<file path="config.mk">
export PLATFORM = sky130hd
export DESIGN_NAME = hib_bridge
export DESIGN_NICKNAME = d
export VERILOG_FILES = /design/src/hib_pkg.sv /design/src/hib_i2c_bit.sv /design/src/hib_bridge.sv
export SDC_FILE = /design/constraint.sdc
export NUM_CORES = 2
export LEC_CHECK = 0
export ABC_AREA = 1
export BUFFER_PORTS_ARGS = -buffer_cell sky130_fd_sc_hd__clkbuf_2
export CELL_PAD_IN_SITES_DETAIL_PLACEMENT = 1
export CELL_PAD_IN_SITES_GLOBAL_PLACEMENT = 2
export CORE_ASPECT_RATIO = 2
export CORE_MARGIN = 10
export CORE_UTILIZATION = 39
export DETAILED_ROUTE_END_ITERATION = 8
export PLACE_DENSITY_LB_ADDON = 0.1
export RECOVER_POWER = 25
export SLEW_MARGIN = 15
export SYNTH_ARGS = -nofsm -noshare
export SYNTH_HDL_FRONTEND = slang
export SYNTH_SLANG_ARGS = --single-unit
</file>
<file path="constraint.sdc">
create_clock -name i_clk -period 6 [get_ports i_clk]
set_input_delay 0.6 -clock i_clk [delete_from_list [all_inputs] [get_ports i_clk]]
set_output_delay 0.6 -clock i_clk [all_outputs]
set_load 0.01 [all_outputs]
</file>
<file path="src/hib_pkg.sv">
`default_nettype none
package hib_pkg;
  // Report layout, byte offsets
  localparam int          REPORT_LEN  = 37;
  localparam int          PAYLOAD_MAX = 32;
  localparam logic [5:0]  OFF_ID      = 6'h00;
  localparam logic [5:0]  OFF_FLAGS   = 6'h01;
  localparam logic [5:0]  OFF_WR      = 6'h02;
  localparam logic [5:0]  OFF_RD      = 6'h03;
  localparam logic [5:0]  OFF_ADDR    = 6'h04;
  localparam logic [5:0]  OFF_DATA    = 6'h05;
  localparam logic [5:0]  OFF_LAST    = 6'h24;
  localparam logic [7:0]  ID_I2C      = 8'h00;
  localparam logic [7:0]  CNT_MAX     = 8'h20;
  // Request flag bit positions
  localparam int          FLG_START   = 0;
  localparam int          FLG_STOP    = 1;
  localparam int          FLG_ACKLAST = 2;
  // Response status bit positions
  localparam int          STS_REQERR  = 0;
  localparam int          STS_NAK     = 1;
  localparam int          STS_ARB     = 2;
  localparam int          STS_TMO     = 3;
  // Timing
  localparam int          CLK_NS      = 20;
  localparam int          BUS_FREE_MS = 256;
  localparam int          BYTE_MS     = 10;
  localparam int          BUS_FREE_CYC = BUS_FREE_MS * 1000000 / CLK_NS;
  localparam int          BYTE_CYC    = BYTE_MS * 1000000 / CLK_NS;
  localparam int          SCL_NS      = 10000;
  localparam int          QTR_CYC     = SCL_NS / CLK_NS / 4;

  typedef enum {BC_START, BC_STOP, BC_WRITE, BC_READ} hib_bcmd_t;
  typedef enum {ST_RECV, ST_CHECK, ST_FREE, ST_START, ST_TX, ST_RX,
                ST_RSTART, ST_STOP, ST_RESP} hib_state_t;
endpackage
`default_nettype wire

</file>
<file path="src/hib_i2c_bit.sv">
`timescale 1ns/1ns
`default_nettype none
module hib_i2c_bit #(
  parameter int QTR = hib_pkg::QTR_CYC
) (
  input  wire logic              i_clk,
  input  wire logic              i_reset_n,
  input  wire logic              i_cmd_valid,
  input  var  hib_pkg::hib_bcmd_t i_cmd,
  input  wire logic              i_bit,
  input  wire logic              i_abort,
  input  wire logic              i_scl,
  input  wire logic              i_sda,
  output logic                   o_scl_oe,
  output logic                   o_sda_oe,
  output logic                   o_done,
  output logic                   o_rx,
  output logic                   o_arb
);
  typedef struct packed {
    logic [15:0]        cnt;
    logic [1:0]         ph;
    logic               busy;
    hib_pkg::hib_bcmd_t cmd;
    logic               bit_v;
    logic               scl_oe;
    logic               sda_oe;
    logic               rx;
    logic               done;
    logic               arb;
  } hib_bit_t;

  hib_bit_t q;
  hib_bit_t d;

  // Line levels {scl, sda} per command phase
  function automatic logic [1:0] lv(hib_pkg::hib_bcmd_t c, logic [1:0] p,
                                    logic b);
    logic s;
    s = (p == 2'h1) || (p == 2'h2);
    unique case (c)
      hib_pkg::BC_START: lv = {p[0] ^ p[1], ~p[1]};
      hib_pkg::BC_STOP:  lv = {p != 2'h0, p[1]};
      hib_pkg::BC_WRITE: lv = {s, b};
      hib_pkg::BC_READ:  lv = {s, 1'b1};
    endcase
  endfunction

  always_comb begin
    logic [1:0] l;
    l = lv(q.cmd, q.ph, q.bit_v);
    d = q;
    d.done = 1'b0;
    d.arb = 1'b0;
    if (i_abort) begin
      d.busy = 1'b0;
      d.scl_oe = 1'b0;
      d.sda_oe = 1'b0;
    end else if (!q.busy) begin
      if (i_cmd_valid) begin
        d.busy = 1'b1;
        d.cmd = i_cmd;
        d.bit_v = i_bit;
        d.ph = 2'h0;
        d.cnt = '0;
      end
    end else begin
      d.scl_oe = ~l[1];
      d.sda_oe = ~l[0];
      // Hold while a target stretches the clock
      if (!(l[1] && !q.scl_oe && !i_scl))
        d.cnt = q.cnt + 16'h0001;
      if (q.cnt == 16'(QTR - 1)) begin
        d.cnt = '0;
        if (q.ph == 2'h1)
          d.rx = i_sda;
        if (l[0] && l[1] && !i_sda && q.cmd != hib_pkg::BC_READ) begin
          d.arb = 1'b1;
          d.done = 1'b1;
          d.busy = 1'b0;
          d.scl_oe = 1'b0;
          d.sda_oe = 1'b0;
        end else if (q.ph == 2'h3) begin
          d.done = 1'b1;
          d.busy = 1'b0;
        end else begin
          d.ph = q.ph + 2'h1;
        end
      end
    end
  end

  always_ff @(posedge i_clk) begin
    if (!i_reset_n)
      q <= '0;
    else
      q <= d;
  end

  assign o_scl_oe = q.scl_oe;
  assign o_sda_oe = q.sda_oe;
  assign o_done = q.done;
  assign o_rx = q.rx;
  assign o_arb = q.arb;
endmodule
`default_nettype wire

</file>
<file path="src/hib_bridge.sv">
`timescale 1ns/1ns
`default_nettype none
// What this block does
// - Identifier zero selects an I2C transfer
// - Request is fixed 37 bytes, fixed layout
// - Every request produces one response report
// - Response carries status, plus read data
// - Flag D0 begins with START
// - Flag D1 ends with STOP
// - Flag D2 acks final read byte
// - Direction bit generated, address D0 ignored
// - Only write-count payload bytes are sent
// - Combined: repeated START, same address, read
// - Full address byte resent after restart, D0 set
// - Response 37 bytes, sequence echoed back
// - Target NAK aborts, status D1 set
// - Lost arbitration aborts, status D2 set
// - Bus-free or byte timeout sets D3
module hib_bridge #(
  parameter int unsigned BUS_FREE_CYC = hib_pkg::BUS_FREE_CYC,
  parameter int unsigned BYTE_CYC     = hib_pkg::BYTE_CYC,
  parameter int          QTR          = hib_pkg::QTR_CYC
) (
  input  wire logic       i_clk,
  input  wire logic       i_reset_n,
  input  wire logic       i_rpt_valid,
  input  wire logic [7:0] i_rpt_data,
  output logic            o_rpt_ready,
  output logic            o_rsp_valid,
  output logic [7:0]      o_rsp_data,
  input  wire logic       i_rsp_ready,
  input  wire logic       i_scl,
  output logic            o_scl,
  output logic            o_scl_oe,
  input  wire logic       i_sda,
  output logic            o_sda,
  output logic            o_sda_oe,
  output logic            o_busy
);
  typedef struct packed {
    hib_pkg::hib_state_t st;
    logic [5:0]          idx;
    logic [7:0]          id;
    logic [7:0]          flags;
    logic [7:0]          write_byte_count;
    logic [7:0]          read_byte_count;
    logic [6:0]          target_address_field;
    logic [31:0][7:0]    payload;
    logic [31:0][7:0]    rdata;
    logic [5:0]          widx;
    logic [5:0]          ridx;
    logic [3:0]          bcnt;
    logic                is_addr;
    logic                dir;
    logic [3:0]          status;
    logic [23:0]         tmr;
    logic                pend;
    logic [7:0]          rsp_byte;
  } hib_top_t;

  hib_top_t           q;
  hib_top_t           d;
  logic               cmd_valid;
  hib_pkg::hib_bcmd_t cmd;
  logic               cmd_bit;
  logic               tmo;
  logic               b_done;
  logic               b_rx;
  logic               b_arb;
  logic [7:0]         tx_byte;
  logic               last_rd;

  // Step after a written byte
  function automatic hib_pkg::hib_state_t after_write(logic [5:0] w,
                                                      hib_top_t s);
    if ({2'b00, w} < s.write_byte_count)
      after_write = hib_pkg::ST_TX;
    else if (s.read_byte_count != 8'h00)
      after_write = hib_pkg::ST_RSTART;
    else
      after_write = finish(s);
  endfunction

  // Close with or without STOP
  function automatic hib_pkg::hib_state_t finish(hib_top_t s);
    finish = s.flags[hib_pkg::FLG_STOP] ? hib_pkg::ST_STOP
                                        : hib_pkg::ST_RESP;
  endfunction

  // Response byte at position i
  function automatic logic [7:0] rsp_at(hib_top_t s, logic [5:0] i);
    logic [5:0] k;
    k = i - hib_pkg::OFF_DATA;
    unique case (i)
      hib_pkg::OFF_ID:    rsp_at = hib_pkg::ID_I2C;
      hib_pkg::OFF_FLAGS: rsp_at = {s.flags[7:4], s.status};
      hib_pkg::OFF_WR:    rsp_at = {2'b00, s.widx};
      hib_pkg::OFF_RD:    rsp_at = {2'b00, s.ridx};
      hib_pkg::OFF_ADDR:  rsp_at = 8'h00;
      default:            rsp_at = s.rdata[k[4:0]];
    endcase
  endfunction

  assign tx_byte = q.is_addr ? {q.target_address_field, q.dir}
                             : q.payload[q.widx[4:0]];
  assign last_rd = ({2'b00, q.ridx} + 8'h01) == q.read_byte_count;
  assign tmo = (q.st == hib_pkg::ST_FREE && q.tmr >= 24'(BUS_FREE_CYC))
            || ((q.st == hib_pkg::ST_TX || q.st == hib_pkg::ST_RX)
                && q.tmr >= 24'(BYTE_CYC));

  always_comb begin
    cmd = hib_pkg::BC_WRITE;
    cmd_bit = 1'b1;
    unique case (q.st)
      hib_pkg::ST_START,
      hib_pkg::ST_RSTART: cmd = hib_pkg::BC_START;
      hib_pkg::ST_STOP:   cmd = hib_pkg::BC_STOP;
      hib_pkg::ST_TX: begin
        cmd = q.bcnt[3] ? hib_pkg::BC_READ : hib_pkg::BC_WRITE;
        cmd_bit = tx_byte[~q.bcnt[2:0]];
      end
      hib_pkg::ST_RX: begin
        cmd = q.bcnt[3] ? hib_pkg::BC_WRITE : hib_pkg::BC_READ;
        cmd_bit = last_rd && !q.flags[hib_pkg::FLG_ACKLAST];
      end
      default: cmd = hib_pkg::BC_WRITE;
    endcase
  end

  assign cmd_valid = !q.pend && !tmo &&
                     (q.st == hib_pkg::ST_START || q.st == hib_pkg::ST_TX ||
                      q.st == hib_pkg::ST_RX || q.st == hib_pkg::ST_RSTART ||
                      q.st == hib_pkg::ST_STOP);

  always_comb begin
    d = q;
    d.tmr = q.tmr + 24'h000001;
    if (cmd_valid)
      d.pend = 1'b1;
    if (b_done)
      d.pend = 1'b0;
    unique case (q.st)
      hib_pkg::ST_RECV: begin
        if (i_rpt_valid) begin
          d.idx = q.idx + 6'h01;
          unique case (q.idx)
            hib_pkg::OFF_ID: begin
              d.id = i_rpt_data;
              d.rdata = '0;
            end
            hib_pkg::OFF_FLAGS: d.flags = i_rpt_data;
            hib_pkg::OFF_WR:    d.write_byte_count = i_rpt_data;
            hib_pkg::OFF_RD:    d.read_byte_count = i_rpt_data;
            hib_pkg::OFF_ADDR:  d.target_address_field = i_rpt_data[7:1];
            default: d.payload[5'(q.idx - hib_pkg::OFF_DATA)] = i_rpt_data;
          endcase
          if (q.idx == hib_pkg::OFF_LAST) begin
            d.idx = '0;
            d.st = hib_pkg::ST_CHECK;
          end
        end
      end
      hib_pkg::ST_CHECK: begin
        d.widx = '0;
        d.ridx = '0;
        d.bcnt = '0;
        d.status = '0;
        d.tmr = '0;
        d.is_addr = 1'b0;
        if (q.id != hib_pkg::ID_I2C || q.write_byte_count > hib_pkg::CNT_MAX
            || q.read_byte_count > hib_pkg::CNT_MAX) begin
          d.status[hib_pkg::STS_REQERR] = 1'b1;
          d.st = hib_pkg::ST_RESP;
        end else if (q.flags[hib_pkg::FLG_START]) begin
          d.st = hib_pkg::ST_FREE;
        end else if (q.write_byte_count != 8'h00) begin
          d.st = hib_pkg::ST_TX;
        end else if (q.read_byte_count != 8'h00) begin
          d.st = hib_pkg::ST_RX;
        end else begin
          d.st = finish(q);
        end
      end
      hib_pkg::ST_FREE: begin
        if (i_scl && i_sda)
          d.st = hib_pkg::ST_START;
      end
      hib_pkg::ST_START,
      hib_pkg::ST_RSTART: begin
        if (b_done) begin
          d.is_addr = 1'b1;
          d.dir = (q.st == hib_pkg::ST_RSTART) ||
                  (q.write_byte_count == 8'h00 &&
                   q.read_byte_count != 8'h00);
          d.bcnt = '0;
          d.tmr = '0;
          d.st = hib_pkg::ST_TX;
        end
      end
      hib_pkg::ST_TX: begin
        if (b_done && !q.bcnt[3]) begin
          d.bcnt = q.bcnt + 4'h1;
        end else if (b_done) begin
          d.bcnt = '0;
          d.tmr = '0;
          d.is_addr = 1'b0;
          if (b_rx) begin
            d.status[hib_pkg::STS_NAK] = 1'b1;
            d.st = hib_pkg::ST_STOP;
          end else if (q.is_addr && q.dir) begin
            d.st = (q.read_byte_count != 8'h00) ? hib_pkg::ST_RX
                                                : finish(q);
          end else if (q.is_addr) begin
            d.st = after_write(q.widx, q);
          end else begin
            d.widx = q.widx + 6'h01;
            d.st = after_write(q.widx + 6'h01, q);
          end
        end
      end
      hib_pkg::ST_RX: begin
        if (b_done && !q.bcnt[3]) begin
          d.rdata[q.ridx[4:0]][~q.bcnt[2:0]] = b_rx;
          d.bcnt = q.bcnt + 4'h1;
        end else if (b_done) begin
          d.bcnt = '0;
          d.tmr = '0;
          d.ridx = q.ridx + 6'h01;
          if (last_rd)
            d.st = finish(q);
        end
      end
      hib_pkg::ST_STOP: begin
        if (b_done)
          d.st = hib_pkg::ST_RESP;
      end
      hib_pkg::ST_RESP: begin
        if (i_rsp_ready) begin
          d.idx = q.idx + 6'h01;
          d.rsp_byte = rsp_at(q, q.idx + 6'h01);
          if (q.idx == hib_pkg::OFF_LAST) begin
            d.idx = '0;
            d.st = hib_pkg::ST_RECV;
          end
        end
      end
    endcase
    if (b_done && b_arb) begin
      d.status[hib_pkg::STS_ARB] = 1'b1;
      d.st = hib_pkg::ST_RESP;
    end
    if (tmo) begin
      d.status[hib_pkg::STS_TMO] = 1'b1;
      d.pend = 1'b0;
      d.st = hib_pkg::ST_RESP;
    end
    if (d.st == hib_pkg::ST_RESP && q.st != hib_pkg::ST_RESP) begin
      d.idx = '0;
      d.rsp_byte = hib_pkg::ID_I2C;
    end
  end

  always_ff @(posedge i_clk) begin
    if (!i_reset_n)
      q <= '0;
    else
      q <= d;
  end

  hib_i2c_bit #(
    .QTR (QTR)
  ) u_bit (
    .i_clk       (i_clk),
    .i_reset_n   (i_reset_n),
    .i_cmd_valid (cmd_valid),
    .i_cmd       (cmd),
    .i_bit       (cmd_bit),
    .i_abort     (tmo),
    .i_scl       (i_scl),
    .i_sda       (i_sda),
    .o_scl_oe    (o_scl_oe),
    .o_sda_oe    (o_sda_oe),
    .o_done      (b_done),
    .o_rx        (b_rx),
    .o_arb       (b_arb)
  );

  assign o_scl = 1'b0;
  assign o_sda = 1'b0;
  assign o_rpt_ready = (q.st == hib_pkg::ST_RECV);
  assign o_rsp_valid = (q.st == hib_pkg::ST_RESP);
  assign o_rsp_data = q.rsp_byte;
  assign o_busy = (q.st != hib_pkg::ST_RECV);
endmodule
`default_nettype wire

</file>
==> flow_summary.json <==
{
  "status": "complete, but fails checks",
  "violations": "capacitance limit, slew limit",
  "path_delay_family": "simple AND/OR/NAND/NOR gates",
  "grt_antenna_before_repair": 2,
  "grt_setup_unrepaired": "no",
  "start_util_pct": 39.2,
  "cts_hold_buffers": 0,
  "post-place-ws_ns": 1.67,
  "intPower_mw": 8.20,
  "clock_tree.root_cell": "clkbuf_16",
  "critical_path.reg2reg.endpoint": "o_rsp_data[2]",
  "post_cts.repair.setup_buffers": 0,
  "row_count": 153,
  "slowest_delay_ns": 0.93,
  "seqPwrFrac_pct": 34.6,
  "cp-end-kind": "register",
  "worst-path-buf-inv": 2,
  "postSynth.asyncResetShare_pct": 0,
  "final-instance-count-excl-fill": 6089,
  "remaining_drcs": 0,
  "report.final.setup_viol": 0,
  "placedCellCount": 5965,
  "wire_length_of_the_first_global_routing_pass_um": 208000,
  "wl_um": 134000,
  "power.share.switching_pct": 39.9,
  "setup.worst_path.start": "q[606]",
  "worstPathMaxFanout": 47,
  "r2r_cells": 14,
  "num_vias": 34084,
  "capturing_element_of_the_worst_setup_path": "o_rsp_data[2]",
  "final_max_slew_viol_count": 103,
  "hold_class": "input port to register",
  "maxClockFrequency_mhz": 206,
  "worst_case_clock_buffer_depth": 3,
  "filler_cell_count": 11296,
  "data_required_time_at_the_worst_endpoint_ns": 6.55,
  "timing.critical_path.slowest_stage_cell": "dfxtp_1",
  "holdCritStartpoint": "i_sda",
  "ys_warn_count": 0,
  "path_clk_slew_ns": 0.07,
  "ioPinCount": 29,
  "synth-edff-count": 0,
  "ys.flop_type": "dfxtp_1",
  "post_synth_inst_count": 5094,
  "cts.htree.levels": 3,
  "maxCapViolCount": 2,
  "cts_made_buffers": 69,
  "avgSynthCellArea_um2": 6.68,
  "hold_ws_ns": 0.245,
  "timing.critical_path.arrival_ns": 5.40,
  "initialDrtViolationCount": 1870,
  "worst_clock_skew_ns": 0.0209,
  "number_of_nets_in_the_final_layout": 4920,
  "drt_pass1_iterations": 5,
  "via_per_inst": 5.60,
  "vdd.ir_drop.worst_v": 0.000304,
  "max-slew-margin-rel_pct": -61.2,
  "remaining_global_route_overflow": 0,
  "die_area_um2": 100000,
  "port_buffers": 26,
  "yosys_register_bits": 670,
  "critPathLaunchType": "register",
  "maximum_number_of_pins_on_one_net_before_global_route_repair": 209,
  "cts_resized": 0,
  "clk_latency_ns": 0.67,
  "cts_tree": "built",
  "switchingPower_mw": 5.44,
  "die_h_um": 438,
  "finalWorstPathRequiredPeriod_ns": 4.85,
  "cts.sink_count": 670,
  "total_leakage_power_nw": 13.6,
  "gpl.final_weighted_congestion": 0.850,
  "drive_gt1_share_pct": 5.56,
  "groute.usage.overall_pct": 26.2,
  "crit_cells": 14,
  "timing.final.hold_violations": 0,
  "power.share.combinational_pct": 32.5,
  "area_delta_synth_final_pct": 8.14,
  "worstPathCellList": "inv_4 > ha_1 > nand2_1 > nor3_1 > nand2_1 > clkbuf_1 > nand3_1 > nand4_1 > nor2_1 > nand4_1 > a21oi_1 > nand3_1 > nand2_2 > nor2_1",
  "worst_r2r_startpoint": "q[606]",
  "reg2reg_slack_ns": 1.15,
  "minimum_setup_slack_in_the_final_design_ns": 1.15,
  "worst_hold_path.num_cells": 3,
  "timing.setup.critical_path_class": "register to register",
  "die_width_um": 229,
  "place_hpwl_um": 87400,
  "synthesis.area_um2": 34000,
  "diodes": 0,
  "clock_power_share_pct": 33.0,
  "wl_per_cell_um": 22.0,
  "grt_pass1_vias": 35389,
  "synth.yosys.seq_area_share_pct": 39.4,
  "tns_ns": 0,
  "fp.coreArea_um2": 86700,
  "worst_margin_pin_slew_ns": 2.42,
  "ant_nets": 0,
  "synthDistinctLibCells": 55,
  "timing.final.crit_share_pct": 80.8,
  "power_density_nw_per_um2": 371
}
==> layout make-up <==
cell class                 instances  area [um^2]  share of cell area [%]
tap                             1162         1450                    3.95
inverter                         301         1170                    3.17
timing repair buffer              70          558                    1.52
clock buffer                     102         2040                    5.55
sequential                       670        13400                    36.5
multi-input combinational       3762        17900                    48.8
clock inverter                    22          214                   0.582
==> worst min-delay path by stage <==
stage | endpoint | slack (ns)
after floorplan | q[9] | 0.42
after global placement | q[569] | 0.44
after detailed placement | q[595] | 0.44
after CTS | u_bit.o_rx | 0.21
after global routing | u_bit.o_rx | 0.27
final | u_bit.o_rx | 0.24
==> registers in the layout, summed over array words and instances (netlist names) <==
name	flops
u_bit.q	22
u_bit.o_done	1
u_bit.o_arb	1
q	635
u_bit.o_sda_oe	1
u_bit.o_scl_oe	1
u_bit.o_rx	1
o_rsp_data	8
==> synthesized netlist by cell type, types with 10 or more instances <==
master,instances,share of area [%]
a211oi_1,16,0.35
a21oi_1,498,7.3
buf_1,37,0.41
buf_2,40,0.59
buf_4,14,0.31
buf_6,10,0.33
clkbuf_1,259,2.9
dfxtp_1,670,39
ha_1,32,1.2
inv_1,254,2.8
inv_2,39,0.43
nand2_1,834,9.2
nand3_1,168,2.5
nand4_1,28,0.51
nor2_1,1037,11
nor2_2,11,0.20
nor2_8,25,1.5
nor3_1,48,0.71
o211ai_1,68,1.5
o21ai_0,660,9.7
o21ai_1,146,2.1
o221ai_1,27,0.70
o22ai_1,52,0.96
o32ai_1,27,0.70
xor2_1,24,0.62
==> layer usage <==
layer	GRT usage [%]	up-vias	share of wire (%)	wire (um)
met2	49.4	573	53	71100
met1	27.1	16786	38	50600
li1	-	16440	-	-
met3	2.84	283	2.8	3770
met5	0	-	0.012	16
met4	16.4	2	6.2	8360
==> cells in the final DEF, fill, tap and decap left out, drive strengths merged, types with 7 or more instances in the layout <==
master,instances
a211oi,16
a21oi,498
ha,32
inv,300
xnor2,7
o221ai,27
nand3,168
o22ai,52
nand2,837
o32ai,27
nor2,1078
dfxtp,670
xor2,24
clkbuf,130
clkinv,15
o21ai,807
nand4,30
o211ai,68
nor3,54
buf,42
==> cells by family after synthesis <==
kind of cell               after synthesis  synth area share [%]
and+or+nand+nor                       2182                  26.8
AOI/OAI and AO/OA                     1515                  23.9
DFF                                    670                  39.4
buffers and inverters                  663                  7.90
adders and majority gates               32                  1.18
xor gates and xnor gates                31                 0.820
other                                    1                0.0110
==> power groups by stage <==
stage / combinational [mW] / sequential [mW] / clock, mW
final: 4.43 / 4.71 / 4.50
after global routing: 4.90 / 4.73 / 4.77
after CTS: 4.45 / 4.71 / 4.61
after detailed placement: 4.43 / 4.81 / 0
after global placement: 4.39 / 4.81 / 0
after floorplan: 2.96 / 4.71 / 0
==> worst register-to-register path: stages, from the launching register on <==
cell and delay (ns):
dfxtp_1 0.93, inv_4 0.29, ha_1 0.26, nand2_1 0.10, nor3_1 0.59, nand2_1 0.77, clkbuf_1 0.39, nand3_1 0.14
nand4_1 0.13, nor2_1 0.10, nand4_1 0.24, a21oi_1 0.20, nand3_1 0.21, nand2_2 0.31, nor2_1 0.09
==> metrics by stage <==
step	power, mW	utilization [%]	cell area, um^2
3_3_place_gp	9.21	39.9	34600
6_report	13.6	42.4	36800
2_1_floorplan	7.67	-	34000
4_1_cts	13.8	42.5	36900
3_5_place_dp	9.24	39.9	34600
5_1_grt	14.4	42.4	36800
Power figures use the tool's default switching activity.
